File: config.mk
export PLATFORM = sky130hd
export DESIGN_NAME = ide_host_port
export DESIGN_NICKNAME = d
export VERILOG_FILES = /design/src/ide_host_pkg.sv /design/src/ide_host_port.sv /design/src/ide_sync.sv /design/src/ide_geometry.sv
export SDC_FILE = /design/constraint.sdc
export NUM_CORES = 1
export LEC_CHECK = 0
export ABC_AREA = 1
export BUFFER_PORTS_ARGS = -buffer_cell sky130_fd_sc_hd__buf_2
export CAP_MARGIN = 20
export CORE_ASPECT_RATIO = 0.75
export CORE_MARGIN = 10
export CORE_UTILIZATION = 35
export CTS_CLUSTER_SIZE = 8
export DETAILED_ROUTE_END_ITERATION = 16
export REMOVE_ABC_BUFFERS = 1
export SYNTH_ARGS = -nofsm -noshare
export SYNTH_HDL_FRONTEND = slang
export SYNTH_HIERARCHICAL = 1
export SYNTH_SLANG_ARGS = --single-unit
File: constraint.sdc
create_clock -name clk_in -period 4.15 [get_ports clk_in]
set_input_delay 1.245 -clock clk_in [delete_from_list [all_inputs] [get_ports clk_in]]
set_output_delay 1.245 -clock clk_in [all_outputs]
set_load 0.05 [all_outputs]
File: src/ide_host_pkg.sv
package ide_host_pkg;
    // own register map, byte offsets on apb
    localparam logic [7:0] CTRL_OFF = 8'h00;
    localparam logic [7:0] ADDR_OFF = 8'h04;
    localparam logic [7:0] WDATA_OFF = 8'h08;
    localparam logic [7:0] RDATA_OFF = 8'h0C;
    localparam logic [7:0] STATUS_OFF = 8'h10;
    localparam logic [7:0] LBA_OFF = 8'h14;
    localparam logic [7:0] GEOM_OFF = 8'h18;
    localparam logic [7:0] CAP_OFF = 8'h1C;
    // control register fields
    localparam int CTRL_GO_BIT = 0;
    localparam int CTRL_WRITE_BIT = 1;
    localparam int CTRL_RESET_BIT = 2;
    // status register fields
    localparam int ST_BUSY_BIT = 0;
    localparam int ST_PRESENT_BIT = 1;
    localparam int ST_WIDE_BIT = 2;
    localparam int ST_ACTIVE_BIT = 3;
    localparam int ST_DIAG_BIT = 4;
    localparam int ST_IRQ_BIT = 5;
    localparam int ST_BADADDR_BIT = 6;
    // access code fields: {ctl_sel_n, cmd_sel_n, a2, a1, a0}, selects given as pin levels
    localparam logic [4:0] CODE_DATA = 5'h10;
    localparam logic [4:0] CODE_SECCNT = 5'h12;
    localparam logic [4:0] CODE_SECNUM = 5'h13;
    localparam logic [4:0] CODE_STATUS = 5'h17;
    localparam logic [4:0] CODE_ALTSTATUS = 5'h0E;
    localparam int SECTOR_BYTES = 512;
    localparam int SECTOR_WORDS = SECTOR_BYTES / 2;
    localparam int SECCNT_ZERO_MEANS = 256;
    // timing
    localparam int CLK_MHZ = 125;
    localparam int RESET_HOLD_US = 25;
    localparam int RESET_HOLD_CYCLES = RESET_HOLD_US * CLK_MHZ;
    localparam int SETUP_CYCLES = 2;
    localparam int RECOVER_CYCLES = 2;
    localparam logic [31:0] ZERO32 = 32'h0000_0000;
endpackage

File: src/ide_host_port.sv
// How it works
// RQ1 - transfers move whole 512-byte sectors; host never asks for part of one
// RQ2 - chs sector numbers start at one; 0/0/0 is refused
// RQ3 - linear block numbers run from zero to sector count minus one
// RQ4 - sector total is c*h*s, capacity is that times 512 bytes
// RQ5 - three low address lines with chip selects pick the register
// RQ6 - eight upper address lines are driven low
// RQ7 - first chip select reaches the command block
// RQ8 - second chip select reaches the control block
// RQ9 - card is card 0 when strap grounded, card 1 when open
// RQ10 - task registers use low eight lines; data port uses all sixteen
// RQ11 - interface select strap is held low for ide mode
// RQ12 - card interrupt only when pending and enable-not bit clear
// RQ13 - hardware reset to card is held at least 25 us
// RQ14 - card drops ready to stretch an access while busy
// RQ15 - card flags wide port when data port addressed and ready
// RQ16 - card detect lines are grounded by card; host samples them
// RQ17 - activity line shows card active or second card present
// RQ18 - diagnostics line shows card passed its self test
// RQ19 - attribute select and memory write enable are driven high
// RQ20 - input acknowledge output of card is left unused
// RQ21 - five-bit access code from selects and address, strobe marks direction
// RQ22 - status read clears interrupt, alternate status read does not
// RQ23 - sector count zero means 256 sectors
// RQ24 - reads use read strobe, writes use write strobe
// RQ25 - strobe held until card ready is high again
//
// Added by the designer: the register offsets and the APB slave port.
`timescale 1ns/1ps
`default_nettype none
module ide_host_port import ide_host_pkg::*; (
    input wire logic clk_in,
    input wire logic nrst_in,
    // apb slave
    input wire logic psel_in,
    input wire logic penable_in,
    input wire logic pwrite_in,
    input wire logic [7:0] paddr_in,
    input wire logic [31:0] pwdata_in,
    output logic [31:0] prdata_out,
    output logic pready_out,
    output logic pslverr_out,
    // card pins
    output logic [2:0] register_select_lines_out,
    output logic [7:0] upper_unused_address_lines_out,
    output logic command_group_select_n_out,
    output logic control_group_select_n_out,
    output logic read_strobe_n_out,
    output logic write_strobe_n_out,
    input wire logic [15:0] card_data_lines_in,
    output logic [15:0] card_data_lines_out,
    output logic card_data_lines_oe_out,
    input wire logic card_ready_wait_in,
    input wire logic wide_port_indication_n_in,
    input wire logic card_interrupt_request_in,
    input wire logic card_detect_first_n_in,
    input wire logic card_detect_second_n_in,
    input wire logic diagnostics_passed_line_n_in,
    input wire logic activity_second_present_line_n_in,
    output logic card_reset_n_out,
    output logic interface_select_strap_out,
    output logic drive_position_strap_out,
    output logic attribute_select_n_out,
    output logic memory_write_enable_n_out
);
    typedef enum {
        ST_IDLE,
        ST_SETUP,
        ST_STROBE,
        ST_RECOVER,
        ST_RESET
    } phase_t;

    typedef struct packed {
        logic [1:0] rst_sync;
        phase_t phase;
        logic [15:0] count;
        logic [4:0] code;
        logic is_write;
        logic [15:0] wdata;
        logic [15:0] rdata;
        logic bad_addr;
        logic [27:0] linear_block_number;
        logic [15:0] cyl;
        logic [7:0] heads;
        logic [7:0] spt;
        logic [31:0] prdata;
        logic pready;
        logic pslverr;
        logic [2:0] sel;
        logic cmd_n;
        logic ctl_n;
        logic rd_n;
        logic wr_n;
        logic [15:0] dout;
        logic doe;
        logic card_rst_n;
    } host_state_t;

    host_state_t s_reg;
    host_state_t s_next;
    logic rst_n;
    logic ready_s;
    logic wide_s;
    logic irq_s;
    logic cd1_s;
    logic cd2_s;
    logic diag_s;
    logic activity_second_present_line_s;
    logic [15:0] data_s;
    logic [31:0] total_sectors;
    logic [31:0] cap_kbytes;

    assign rst_n = s_reg.rst_sync[1];

    // pin inputs pass two flip-flops before use
    ide_sync #(.WIDTH(23)) pin_sync (
        .clk_in(clk_in),
        .rst_n_in(rst_n),
        .async_in({card_ready_wait_in, wide_port_indication_n_in, card_interrupt_request_in,
                   card_detect_first_n_in, card_detect_second_n_in,
                   diagnostics_passed_line_n_in, activity_second_present_line_n_in,
                   card_data_lines_in}),
        .sync_out({ready_s, wide_s, irq_s, cd1_s, cd2_s, diag_s, activity_second_present_line_s, data_s})
    );

    ide_geometry geom (
        .clk_in(clk_in),
        .rst_n_in(rst_n),
        .cyl_in(s_reg.cyl),
        .heads_in(s_reg.heads),
        .spt_in(s_reg.spt),
        .sectors_out(total_sectors),
        .kbytes_out(cap_kbytes)
    );

    // the card's input acknowledge output stays unconnected; no port takes it in: RQ20

    // next-state logic
    always_comb begin
        s_next = s_reg;
        s_next.rst_sync = {s_reg.rst_sync[0], 1'b1};
        s_next.pready = 1'b0;
        s_next.pslverr = 1'b0;
        // apb access phase: answer one cycle after enable seen
        if (psel_in && penable_in && !s_reg.pready) begin
            s_next.pready = 1'b1;
            s_next.prdata = ZERO32;
            if (pwrite_in) begin
                case (paddr_in)
                    CTRL_OFF: begin
                        if (s_reg.phase != ST_IDLE) begin
                            s_next.pslverr = 1'b1;
                        end else if (pwdata_in[CTRL_RESET_BIT]) begin
                            s_next.phase = ST_RESET;
                            s_next.count = 16'(RESET_HOLD_CYCLES); // RQ13
                            s_next.card_rst_n = 1'b0; // RQ13
                        end else if (pwdata_in[CTRL_GO_BIT]) begin
                            s_next.phase = ST_SETUP;
                            s_next.count = 16'(SETUP_CYCLES);
                            s_next.is_write = pwdata_in[CTRL_WRITE_BIT];
                        end
                    end
                    ADDR_OFF: begin
                        // access code as pin levels: bit4 control select_n, bit3 command select_n
                        s_next.code = pwdata_in[4:0]; // RQ21
                    end
                    WDATA_OFF: begin
                        s_next.wdata = pwdata_in[15:0];
                    end
                    LBA_OFF: begin
                        s_next.linear_block_number = pwdata_in[27:0]; // RQ3
                    end
                    GEOM_OFF: begin
                        s_next.cyl = pwdata_in[15:0];
                        s_next.heads = pwdata_in[23:16];
                        s_next.spt = pwdata_in[31:24];
                    end
                    default: begin
                        s_next.pslverr = 1'b1;
                    end
                endcase
            end else begin
                case (paddr_in)
                    CTRL_OFF: s_next.prdata = {27'h0, s_reg.code};
                    ADDR_OFF: s_next.prdata = {27'h0, s_reg.code};
                    WDATA_OFF: s_next.prdata = {16'h0, s_reg.wdata};
                    RDATA_OFF: s_next.prdata = {16'h0, s_reg.rdata};
                    STATUS_OFF: begin
                        s_next.prdata[ST_BUSY_BIT] = (s_reg.phase != ST_IDLE);
                        s_next.prdata[ST_PRESENT_BIT] = !cd1_s && !cd2_s; // RQ16
                        s_next.prdata[ST_WIDE_BIT] = !wide_s; // RQ15
                        s_next.prdata[ST_ACTIVE_BIT] = !activity_second_present_line_s; // RQ17
                        s_next.prdata[ST_DIAG_BIT] = !diag_s; // RQ18
                        s_next.prdata[ST_IRQ_BIT] = irq_s; // RQ12
                        s_next.prdata[ST_BADADDR_BIT] = s_reg.bad_addr;
                    end
                    LBA_OFF: s_next.prdata = {4'h0, s_reg.linear_block_number};
                    GEOM_OFF: s_next.prdata = {s_reg.spt, s_reg.heads, s_reg.cyl};
                    CAP_OFF: s_next.prdata = total_sectors; // RQ4
                    default: s_next.pslverr = 1'b1;
                endcase
            end
        end
        // card-side sequencer
        case (s_reg.phase)
            ST_IDLE: begin
                s_next.cmd_n = 1'b1;
                s_next.ctl_n = 1'b1;
            end
            ST_SETUP: begin
                // address and selects settle before the strobe
                s_next.sel = s_reg.code[2:0]; // RQ5
                s_next.cmd_n = s_reg.code[3]; // RQ7
                s_next.ctl_n = s_reg.code[4]; // RQ8
                s_next.bad_addr = (s_reg.code == CODE_SECNUM) && s_reg.is_write
                                  && (s_reg.wdata[7:0] == 8'h00);
                if (s_reg.code == CODE_DATA) begin
                    s_next.dout = s_reg.wdata; // RQ1 RQ10
                end else begin
                    s_next.dout = {8'h00, s_reg.wdata[7:0]}; // RQ10
                end
                s_next.doe = s_reg.is_write;
                if (s_reg.count != 16'h0000) begin
                    s_next.count = s_reg.count - 16'h0001;
                end else if (s_next.bad_addr) begin
                    s_next.phase = ST_IDLE; // RQ2
                    s_next.doe = 1'b0;
                end else begin
                    s_next.phase = ST_STROBE;
                    s_next.rd_n = s_reg.is_write; // RQ24
                    s_next.wr_n = !s_reg.is_write; // RQ24
                    s_next.count = 16'(SETUP_CYCLES);
                end
            end
            ST_STROBE: begin
                // hold strobe a minimum and until card reports ready
                if (s_reg.count != 16'h0000) begin
                    s_next.count = s_reg.count - 16'h0001;
                end else if (ready_s) begin // RQ14 RQ25
                    if (!s_reg.rd_n) begin
                        s_next.rdata = (s_reg.code == CODE_DATA) ? data_s
                                       : {8'h00, data_s[7:0]}; // RQ10 RQ22
                    end
                    s_next.rd_n = 1'b1;
                    s_next.wr_n = 1'b1;
                    s_next.phase = ST_RECOVER;
                    s_next.count = 16'(RECOVER_CYCLES);
                end
            end
            ST_RECOVER: begin
                s_next.doe = 1'b0;
                s_next.cmd_n = 1'b1;
                s_next.ctl_n = 1'b1;
                if (s_reg.count != 16'h0000) begin
                    s_next.count = s_reg.count - 16'h0001;
                end else begin
                    s_next.phase = ST_IDLE;
                end
            end
            ST_RESET: begin
                if (s_reg.count != 16'h0000) begin
                    s_next.count = s_reg.count - 16'h0001;
                end else begin
                    s_next.card_rst_n = 1'b1;
                    s_next.phase = ST_IDLE;
                end
            end
            default: begin
                s_next.phase = ST_IDLE;
            end
        endcase
    end

    always_ff @(posedge clk_in or negedge nrst_in) begin
        if (!nrst_in) begin
            s_reg <= '0;
            s_reg.phase <= ST_IDLE;
            s_reg.cmd_n <= 1'b1;
            s_reg.ctl_n <= 1'b1;
            s_reg.rd_n <= 1'b1;
            s_reg.wr_n <= 1'b1;
            s_reg.card_rst_n <= 1'b0;
            s_reg.heads <= 8'h01;
            s_reg.spt <= 8'h01;
            s_reg.cyl <= 16'h0001;
        end else begin
            s_reg <= s_next;
        end
    end

    // pin and bus outputs straight from flip-flops; upper address lines and fixed straps tied to constants
    assign prdata_out = s_reg.prdata;
    assign pready_out = s_reg.pready;
    assign pslverr_out = s_reg.pslverr;
    assign register_select_lines_out = s_reg.sel;
    assign upper_unused_address_lines_out = 8'h00; // RQ6
    assign command_group_select_n_out = s_reg.cmd_n;
    assign control_group_select_n_out = s_reg.ctl_n;
    assign read_strobe_n_out = s_reg.rd_n;
    assign write_strobe_n_out = s_reg.wr_n;
    assign card_data_lines_out = s_reg.dout;
    assign card_data_lines_oe_out = s_reg.doe;
    assign card_reset_n_out = s_reg.card_rst_n;
    assign interface_select_strap_out = 1'b0; // RQ11
    assign drive_position_strap_out = 1'b0; // RQ9
    assign attribute_select_n_out = 1'b1; // RQ19
    assign memory_write_enable_n_out = 1'b1; // RQ19
endmodule
`default_nettype wire

File: src/ide_sync.sv
`timescale 1ns/1ps
`default_nettype none
module ide_sync import ide_host_pkg::*; #(
    parameter int WIDTH = 1
) (
    input wire logic clk_in,
    input wire logic rst_n_in,
    input wire logic [WIDTH-1:0] async_in,
    output logic [WIDTH-1:0] sync_out
);
    typedef struct packed {
        logic [WIDTH-1:0] first;
        logic [WIDTH-1:0] second;
    } sync_state_t;
    sync_state_t state_reg;
    sync_state_t state_next;

    // two stage synchroniser; first stage feeds only the second
    always_comb begin
        state_next.first = async_in;
        state_next.second = state_reg.first;
    end

    always_ff @(posedge clk_in or negedge rst_n_in) begin
        if (!rst_n_in) begin
            state_reg <= '0;
        end else begin
            state_reg <= state_next;
        end
    end

    assign sync_out = state_reg.second;
endmodule
`default_nettype wire

File: src/ide_geometry.sv
`timescale 1ns/1ps
`default_nettype none
module ide_geometry import ide_host_pkg::*; (
    input wire logic clk_in,
    input wire logic rst_n_in,
    input wire logic [15:0] cyl_in,
    input wire logic [7:0] heads_in,
    input wire logic [7:0] spt_in,
    output logic [31:0] sectors_out,
    output logic [31:0] kbytes_out
);
    typedef struct packed {
        logic [31:0] sectors;
        logic [31:0] kbytes;
    } geom_state_t;
    geom_state_t state_reg;
    geom_state_t state_next;

    // total sectors = c*h*s; capacity = sectors*512, reported in kbytes by a one-bit shift
    always_comb begin
        state_next.sectors = {8'h00, 24'(cyl_in * heads_in)} * 32'(spt_in); // RQ4
        state_next.kbytes = {1'b0, state_reg.sectors[31:1]}; // RQ4
    end

    always_ff @(posedge clk_in or negedge rst_n_in) begin
        if (!rst_n_in) begin
            state_reg <= '0;
        end else begin
            state_reg <= state_next;
        end
    end

    assign sectors_out = state_reg.sectors;
    assign kbytes_out = state_reg.kbytes;
endmodule
`default_nettype wire

# Word-level counts from Yosys, hierarchy flattened

Cells that the tools add are included.
W data, S select, Z words.

Output and inout bits: 71
Flip-flop bits (word level): 286

Eq/ne operators: 17
Bitwise logic cells: 4
Mux-type cells: 49
Reductions and logical operators: 32
Multiply operators: 2
$add $sub $neg: 1

Operators with widths:

| kind                    | count |
|---|---|
| $mux W48                | 5 |
| $mux W70                | 2 |
| $mux W32                | 4 |
| $pmux W32 S4            | 1 |
| $pmux W25 S5            | 1 |
| $mux W16                | 7 |
| $eq A32 B2 Y1 const B   | 2 |
| $pmux W7 S7             | 1 |
| $pmux W16 S3            | 1 |
| $eq A32 B1 Y1 const B   | 1 |
| $eq A32 B3 Y1 const B   | 1 |
| $eq A8 B5 Y1 const B    | 4 |
| $logic_not A32 Y1       | 1 |
| $mul A24 B8 Y32         | 1 |
| $reduce_bool A32 Y1     | 1 |
| $mul A16 B8 Y24         | 1 |
| $eq A8 B4 Y1 const B    | 2 |
| $logic_not A8 Y1        | 2 |
| $mux W1                 | 16 |
| $reduce_bool A16 Y1     | 1 |
| $sub A16 B1 Y16 const B | 1 |
| $mux W2                 | 6 |
| $reduce_and A3 Y1       | 4 |
| $eq A5 B5 Y1 const B    | 2 |
| 16 further kinds        | 37 |

# Longest topological paths before layout

Gate-level depths: netlist of the first run.

Word-level depth: 9
Gate-level depth with buffers: 42
Depth with buffers taken out: 41

# By module

The synthesis of the first run kept the hierarchy.

By module, submodules not included:

| module        | cells an instance | times used | area each (sq um) |
|---|---|---|---|
| ide_geometry  | 1,729             | 1          | 12,851.1 |
| ide_host_port | 1,200             | 1          | 10,226.1 |
| ide_sync      | 46                | 1          | 1,151.1 |

# Least setup slack after synthesis of the first run

No wires, ideal clock.

Kind: flip-flop to flip-flop
Start: reg s_reg[73] (netlist bit)
End: reg geom.state_reg, in the netlist geom/sectors_out[27]
Setup time: 0.117 ns
Path slack: -3.415 ns
Stages on the path, launching flop included: 36
Path buffers: 2
Arrival time: 7.448 ns
Path through: dfrtp_1 > clkbuf_1 > clkbuf_1 > nand2_1 > inv_1 > fa_1 > fa_1 > fa_1 > inv_1 > fa_1 > inv_1 > ha_1 > nand2_1 > inv_2 > nand2_1 > and2_4 > nor2_1 > nor2_1 > nand2_1 > nand2_1 > nand2_2 > nor2_1 > fa_1 > fa_1 > fa_1 > inv_1 > fa_1 > inv_1 > ha_1 > nand2_1 > nor2_1 > inv_1 > nor3_1 > nand3_1 > nand4_1 > nand2_1

RTL lines:

| what                     | line                 | text |
|---|---|---|
| start: declaration       | ide_host_port.sv:100 | `host_state_t s_reg;` |
| start signal: assignment | ide_host_port.sv:288 | `s_reg <= s_next;` |
| end signal: assignment   | ide_geometry.sv:29   | `state_reg <= state_next;` |
| end: declaration         | ide_geometry.sv:16   | `geom_state_t state_reg;` |

==> out/summary.txt, run 1 <==
Outcome = finished, violations left
Failing checks = setup timing
Dpl cells = 4079
Clk network pwr share = 0.494
Hold WS = 0.337 ns
Vias per cell = 4.71
Via count = 19900
Slew Limit Fails = 0
RSZ-0062 raised after global routing = yes
Non-Filler Instances = 4214
First-pass GRT wire length = 113000 um
GRT Overall Usage = 0.180
Die Area = 0.0778 mm^2
Relative slew margins = 0.538
Setup violators final = 29
CTS Buf Count = 41
Area grow syn2layout = 30.2%
Pwr Total = 0.00624 W
CP Launch Type = register
Mean post-synth cell area = 7.97 um^2
Max_cap viols = 0
FF-to-FF path depth = 34
Count of input and output buffers = 126
Critical Path End Type = register
CTS hold repair buffers = 0
Setup ws final = -3.45 ns
Final clock skew = 0.0243 ns
Residual DRC = 0
Gate power share = 0.044
HPWL after detailed placement = 55700 um
Cell count after synthesis = 2942
I/O pins = 139
Worst Path Arrival = 7.99 ns
Pre-antenna DRT Iters = 5
Final hold viol count = 0
Bufs on Longest Clock Path = 3
Leakage power = 16.1 nW
Reg clk slew, reported paths = 0.05 ns
Clock Latency Late Sink = 0.54 ns
Crit-path max FO = 6
GP Congestion = 0.915
CTS root buf = clkbuf_16
Largest net degree at the start of global routing = 75
Sequential share of power = 0.462
Sw frac = 0.233
WHS Path Cells = 0
Power per cell area = 204 mW/mm^2
Post-route cell area = 0.0305 mm^2
Vias in the first global route = 19800
Hold crit path type = reg2reg
Post-route clock period utilization = 1.83
Antenna diodes = 0
Placement Cell Area = 0.0264 mm^2
F_max = 132 MHz
Switching pwr = 0.00145 W
CP peak stage delay = 0.54 ns
Initial Util = 0.352
Die X = 319 um
Layout cells sized above 1 = 0.328
Dpl ws = -3.90 ns
Initial antenna violation count = 1
Post-synthesis cell area = 0.0234 mm^2
# rows = 82
Routed wire length per instance = 17.0 um
YS warnings = 6
CP most frequent cell = fa_1
Nets = 3691
CP Class = reg2reg
Die H = 244 um
CP required = 4.54 ns
Post-route ant nets = 0
Slowest cell on crit path = fa_1
Gr ovfl total = 0
Largest register FFs = 147
IR Drop Worst-Case VDD = 0.224 mV
Detailed-route wire length = 71700 um
Number of clock sinks = 286
Internal power = 0.00478 W
Final min period = 7.60 ns
Area of the core = 0.0666 mm^2
Initial DRC Count = 1391
CTS tree = yes
Worst-Margin Slew = 0.693 ns
H-tree levels = 2
==> critical path: cells and delay by family (launching register included) <==
| family | cells | cell delay [ns] |
|---|---|---|
| buf+inv | 11 | 0.93 |
| flops | 1 | 0.45 |
| simple gates | 13 | 1.42 |
| fa+ha+maj | 10 | 4.62 |
==> stage by stage <==
step                      utilization  setup TNS, ns
final                           0.458         -83.51
after floorplan                     -         -74.13
after global placement          0.396         -94.98
after CTS                       0.441         -82.23
after global routing            0.458         -90.44
after detailed placement        0.396         -95.17
==> path summary, 6_finish.rpt <==
path | start | end | slack (ns)
worst min-delay path | pin_sync/state_next[7] | pin_sync/sync_out[7] | 0.34
max in group asynchronous | nrst_in | s_reg[123] | 2.54
worst min register to register | pin_sync/state_next[7] | pin_sync/sync_out[7] | 0.34
min in group asynchronous | rst_n | geom/sectors_out[27] | 0.37
worst max register to register | s_reg[71] | geom/sectors_out[24] | -3.45
worst max-delay path | s_reg[71] | geom/sectors_out[24] | -3.45
==> per-layer routing <==
layer	routed length [um]	up-vias	global-route usage
met3	5740	81	0.0451
met4	1030	0	0.0309
met1	34200	9682	0.268
met5	0	-	0
li1	-	9465	-
met2	30700	629	0.264
==> timing repair <==
action | 4_1_cts | 5_1_grt
resized for setup | 365 | 254
buffers inserted | 43 | 29
pin swaps | 164 | 135
endpoints found under the setup margin | 29 | 29
==> layout by cell type (no fill, tap or decap), types with 15 or more instances in the layout <==
cell	instances
fa_1	207
nand3_1	85
inv_1	463
nand2_1	671
nand4_1	20
buf_4	271
nand2_2	114
o21ai_0	91
nor2_4	49
dfrtp_2	15
a21oi_1	31
clkbuf_1	23
inv_2	96
a22o_1	17
nand3_2	28
nand2_4	51
ha_4	45
nor2_2	61
conb_1	42
ha_1	53
dfrtp_1	263
o21ai_2	17
o21ai_1	56
nor2_1	158
buf_2	125
buf_6	54
clkbuf_16	42
==> cell type report <==
cell class | instances | area (um^2)
clock buffer | 65 | 1140
clock inverter | 1 | 16.3
fill | 6400 | 36100
inverter | 569 | 2150
multi-input combinational | 1945 | 15400
sequential | 286 | 7190
tap | 882 | 1100
timing repair buffer | 466 | 3570
==> power groups by stage <==
stage	Clock (W)	Combinational, W	Sequential (W)
4_1_cts	0.00314	0.000269	0.00288
3_3_place_gp	0	0.000255	0.00293
5_1_grt	0.00327	0.000304	0.00289
3_5_place_dp	0	0.000256	0.00293
2_1_floorplan	0	0.0000877	0.00293
6_report	0.00308	0.000275	0.00288
(Power assumes the default switching activity.)
==> run 2: changes to the inputs <==
==> constraint.sdc (replaced) <==
create_clock -name clk_in -period 4.15 [get_ports clk_in]
set_input_delay 0.2075 -clock clk_in [delete_from_list [all_inputs] [get_ports clk_in]]
set_output_delay 0.2075 -clock clk_in [all_outputs]
set_load 0.05 [all_outputs]
==> run 2 against run 1 <==
The run still ends with setup timing left. Fmax is essentially flat. First-iteration DRC count up 6.3%. Cell count is 1.8% higher. Largest power group unchanged.
==> out/summary.txt, run 2 (synthesized netlist as in run 1, its figures left out) <==
CP required = 4.59 ns
Vias in the first global route = 20400
Area grow syn2layout = 35.0%
Setup ws final = -3.45 ns
Worst Path Arrival = 8.04 ns
Worst-Margin Slew = 0.979 ns
Final min period = 7.60 ns
Routed wire length per instance = 17.0 um
Antenna diodes = 0
Most common cell after layout, fill and taps aside = nand2_1
Die Area = 0.0778 mm^2
H-tree levels = 2
GRT Overall Usage = 0.184
Routed length on met2 = 31900 um
First-pass GRT wire length = 115000 um
HPWL after detailed placement = 55600 um
Slowest cell on crit path = fa_1
CP most frequent cell = fa_1
CTS tree = yes
Initial Util = 0.352
Post-route clock period utilization = 1.83
Die X = 319 um
Detailed-route wire length = 72900 um
Commonest non-fill, non-tap cells in the layout = nand2_1 (654), inv_1 (438), buf_4 (281)
Hold WS = 0.0566 ns
Bufs on Longest Clock Path = 3
Pre-antenna DRT Iters = 5
Util after Layout = 0.475
Number of clock sinks = 286
Count of input and output buffers = 126
Max_cap viols = 0
FF+latch area = 0.00719 mm^2
Crit-path max FO = 6
F_max = 132 MHz
Area of the multi-input gates = 0.0157 mm^2
Vias per cell = 4.68
WHS Path Cells = 3
Clock Latency Late Sink = 0.56 ns
Die H = 244 um
IR Drop Worst-Case VDD = 0.313 mV
CTS root buf = clkbuf_16
GP Congestion = 0.925
Dpl ws = -3.87 ns
R2r startpoint = s_reg[84]
Hold_sp = pwdata_in[7]
Gr ovfl total = 0
Power per cell area = 200 mW/mm^2
Initial antenna violation count = 1
FF-to-FF path depth = 35
# rows = 82
Fillcell total = 6257
Post-route ant nets = 0
Largest register FFs = 147
RSZ-0062 raised after global routing = yes
Reg clk slew, reported paths = 0.05 ns
CP Class = reg2reg
Relative slew margins = 0.347
Critical Path End Type = register
Leakage power = 16.5 nW
Outcome = finished, violations left
CP Launch Type = register
Top Layer Used = met4
Worst Setup SP = s_reg[84]
Layout cells sized above 1 = 0.347
CP peak stage delay = 0.55 ns
Area of the core = 0.0666 mm^2
Top cell family by delay on the critical path = adder cells
I/O pins = 139
CTS Buf Count = 41
Via count = 20100
CP bufs+invs = 10
Failing checks = setup timing
Hold crit path type = in2reg
Initial DRC Count = 1479
Setup violators final = 29
Residual DRC = 0
Met3 WL = 5220 um
Nets = 3767
Critical Path Stages = 35
Slew Limit Fails = 0
Post-route met1 wirelength = 34700 um
Final clock skew = 0.0394 ns
Largest net degree at the start of global routing = 111
Total Neg Setup Slack = -84.08 ns
Final hold viol count = 0
[run 2: cell count changes in the layout (fill, tap and decap cells not counted), moves of 7 or more]
cell	previous run	this run
nor2_4	49	60
nand2_1	671	654
nand3_1	85	78
buf_6	54	71
buf_4	271	281
inv_2	96	117
nand3_2	28	35
nand2_2	114	126
inv_1	463	438
dlygate4sd3_1	0	52
nor2_2	61	54
[run 2: cell type report]
cell class              count  area share
clock buffers              65      0.0366
well taps                 882      0.0349
repair buffers            542       0.136
flip-flops and latches    286       0.227
clock inverters             1    0.000277
inverters                 569      0.0683
multi-input cells        1945       0.497
[run 2: final timing paths]
kind,endpoint,slack [ns]
max in group asynchronous,read_strobe_n_out,2.79
worst max register to register,geom/sectors_out[27],-3.45
min in group asynchronous,s_reg[108],0.32
worst min register to register,pin_sync/sync_out[1],0.34
worst max-delay path,geom/sectors_out[27],-3.45
worst min-delay path,s_reg[143],0.06
[run 2: repair_timing]
item,CTS,global route
endpoints found under the setup margin,29,29
gates resized for setup,452,281
buffers inserted,55,34
gates cloned,0,0
hold endpoints to repair,174,0
pin swaps,225,197
hold buffers,52,0
[run 2: routing by layer]
metal | GRT usage | vias up
li1 | - | 9613
met1 | 0.271 | 9812
met2 | 0.277 | 578
met3 | 0.0400 | 83
met4 | 0.0317 | 0
met5 | 0 | -
[run 2: stage by stage]
step / std cells / total power, W / cell area [um^2]
after floorplan: 2800 / 0.00301 / 22500
after global placement: 4086 / 0.00318 / 26400
after detailed placement: 4086 / 0.00318 / 26400
after CTS: 4258 / 0.00637 / 30400
after global routing: 4290 / 0.00654 / 31600
final: 4290 / 0.00633 / 31600
[run 2: worst min-delay path, delay by kind of cell]
kind                   cells  cell delay (ns)
buffers and inverters      2             0.19
AOI/OAI and AO/OA          1             0.15
[run 2: power breakdown]
| group | switching, W | internal [W] |
|---|---|---|
| Clock | 0.00124 | 0.00189 |
| Sequential | 0.0000379 | 0.00284 |
| Combinational | 0.000198 | 0.000112 |
==> run 3: changes to the inputs <==
--- a/config.mk
+++ b/config.mk
@@ -13,6 +13,7 @@
 export CORE_UTILIZATION = 35
 export CTS_CLUSTER_SIZE = 8
 export DETAILED_ROUTE_END_ITERATION = 16
+export PLACE_DENSITY = 0.51
 export REMOVE_ABC_BUFFERS = 1
 export SYNTH_ARGS = -nofsm -noshare
 export SYNTH_HDL_FRONTEND = slang
==> run 3 against run 2 <==
The flow still finishes with violations (setup timing). Routed wire length increased by 5.2%. Clock skew increased by 0.0095 ns. Setup slack improved by 0.048 ns. Die area unchanged. Via count increased by 0.21%. Total power decreased by 0.26%. Clock power about the same. Hold slack got worse by 0.052 ns. Non-clock buffer count decreased by 30. Critical path depth increased by 1. Flip-flop and latch count unchanged. Critical endpoint is now geom/sectors_out[25]. Largest cell class unchanged. Highest routed layer unchanged.
==> out/summary.txt, run 3 (synthesized netlist as in run 1, its figures left out) <==
Vias in the first global route = 20900
Pre-antenna DRT Iters = 5
Hold WS = 0.00454 ns
Die H = 244 um
Routed wire length per instance = 18.0 um
Commonest non-fill, non-tap cells in the layout = nand2_1 (672), inv_1 (467), buf_4 (274)
Setup violators final = 28
CTS root buf = clkbuf_16
Layout cells sized above 1 = 0.324
Pwr Total = 0.00631 W
Initial DRC Count = 1226
CTS tree = yes
Initial Util = 0.352
RSZ-0062 raised after global routing = yes
Gr ovfl total = 0
Leakage power = 16.2 nW
IR Drop Worst-Case VDD = 0.253 mV
Crit-path max FO = 5
HPWL after detailed placement = 60000 um
FF-to-FF path depth = 36
Detailed-route wire length = 76600 um
Failing checks = setup timing
Critical Path End Type = register
I/O pins = 139
Initial antenna violation count = 1
Critical R2R Capture = geom/sectors_out[25]
Slew Limit Fails = 0
Slowest cell on crit path = fa_1
Hold Path Sink = s_reg[101]
Final min period = 7.55 ns
Outcome = finished, violations left
Area of the core = 0.0666 mm^2
# rows = 82
Area grow syn2layout = 32.1%
Post-route ant nets = 0
Final hold viol count = 0
GRT Overall Usage = 0.196
Top cell family by delay on the critical path = adder cells
H-tree levels = 2
Final clock skew = 0.0489 ns
Hold_sp = pwdata_in[10]
CP Class = reg2reg
Max_cap viols = 0
F_max = 132 MHz
First-pass GRT wire length = 121000 um
Largest register FFs = 147
CP most frequent cell = fa_1
Number of clock sinks = 286
Worst reg2reg setup slack = -3.40 ns
Vias per cell = 4.72
Antenna diodes = 0
Bufs on Longest Clock Path = 3
Clock Latency Late Sink = 0.57 ns
GP Congestion = 0.904
Die Area = 0.0778 mm^2
Post-route clock period utilization = 1.82
Die X = 319 um
Reg clk slew, reported paths = 0.05 ns
CP bufs+invs = 9
Hold crit path type = in2reg
Nets = 3737
WHS Path Cells = 3
CP peak stage delay = 0.53 ns
CP required = 4.59 ns
Dpl ws = -3.99 ns
CP Launch Type = register
Most common cell after layout, fill and taps aside = nand2_1
Largest net degree at the start of global routing = 110
Power per cell area = 204 mW/mm^2
Residual DRC = 0
Worst Path Arrival = 8.00 ns
Via count = 20100
R2r startpoint = s_reg[70]
Worst-Margin Slew = 0.891 ns
Count of input and output buffers = 126
Relative slew margins = 0.406
Setup ws final = -3.40 ns
CTS Buf Count = 41
[run 3: changes by cell type in the layout (fill, tap and decap cells not counted), moves of 8 or more]
cell,previous run,this run
ha_1,49,58
nor2_4,60,52
ha_4,49,39
nand2_2,126,116
buf_6,71,52
inv_1,438,467
nand2_1,654,672
inv_2,117,90
[run 3: worst min-delay path: stages]
cell	delay (ns)
buf_2	0.08
inv_1	0.08
o21ai_1	0.14
[run 3: worst max-delay path by stage]
stage / startpoint / to / cells after the start
floorplan: s_reg[73] / geom/sectors_out[27] / 33
global placement: s_reg[72] / geom/sectors_out[18] / 33
detailed placement: s_reg[72] / geom/sectors_out[18] / 33
CTS: s_reg[71] / geom/sectors_out[31] / 35
global route: s_reg[70] / geom/sectors_out[27] / 35
finish: s_reg[70] / geom/sectors_out[25] / 36
[run 3: per-stage QoR]
step                utilization  instance area (um^2)  std cells  TNS, ns
finish                    0.465                 31000       4261   -82.61
global route              0.465                 31000       4261   -89.43
CTS                       0.453                 30100       4239   -82.59
detailed placement        0.395                 26300       4069   -94.82
global placement          0.394                 26300       4068   -94.70
floorplan                     -                 22500       2800   -74.13
[run 3: layout make-up]
type,count,area (um^2)
flip-flops and latches,286,7190
clock buffers,64,1110
clock inverters,3,41.3
well taps,882,1100
repair buffers,512,4020
multi-input cells,1945,15400
fillers,6586,35600
inverters,569,2150
[run 3: layer usage]
| layer | track usage | vias up | routed length (um) |
|---|---|---|---|
| li1 | - | 9566 | - |
| met1 | 0.284 | 9963 | 36900 |
| met2 | 0.302 | 522 | 33700 |
| met3 | 0.0382 | 78 | 4930 |
| met4 | 0.0342 | 0 | 1160 |
| met5 | 0 | - | 0 |
[run 3: what timing repair did]
action                                  CTS  global route
buffers inserted                         59            22
endpoints found under the setup margin   29            29
hold endpoints to repair                161             0
pin swaps                               217           159
resized for setup                       409           215
hold buffers                             45             0
cloned                                    0             1
[run 3: report_power, final]
part / internal [W] / switching, W / total (W)
clock network: 0.00183 / 0.00129 / 0.00312
registers: 0.00284 / 0.0000374 / 0.00288
logic: 0.000105 / 0.000204 / 0.000308
total: 0.00478 / 0.00153 / 0.00631
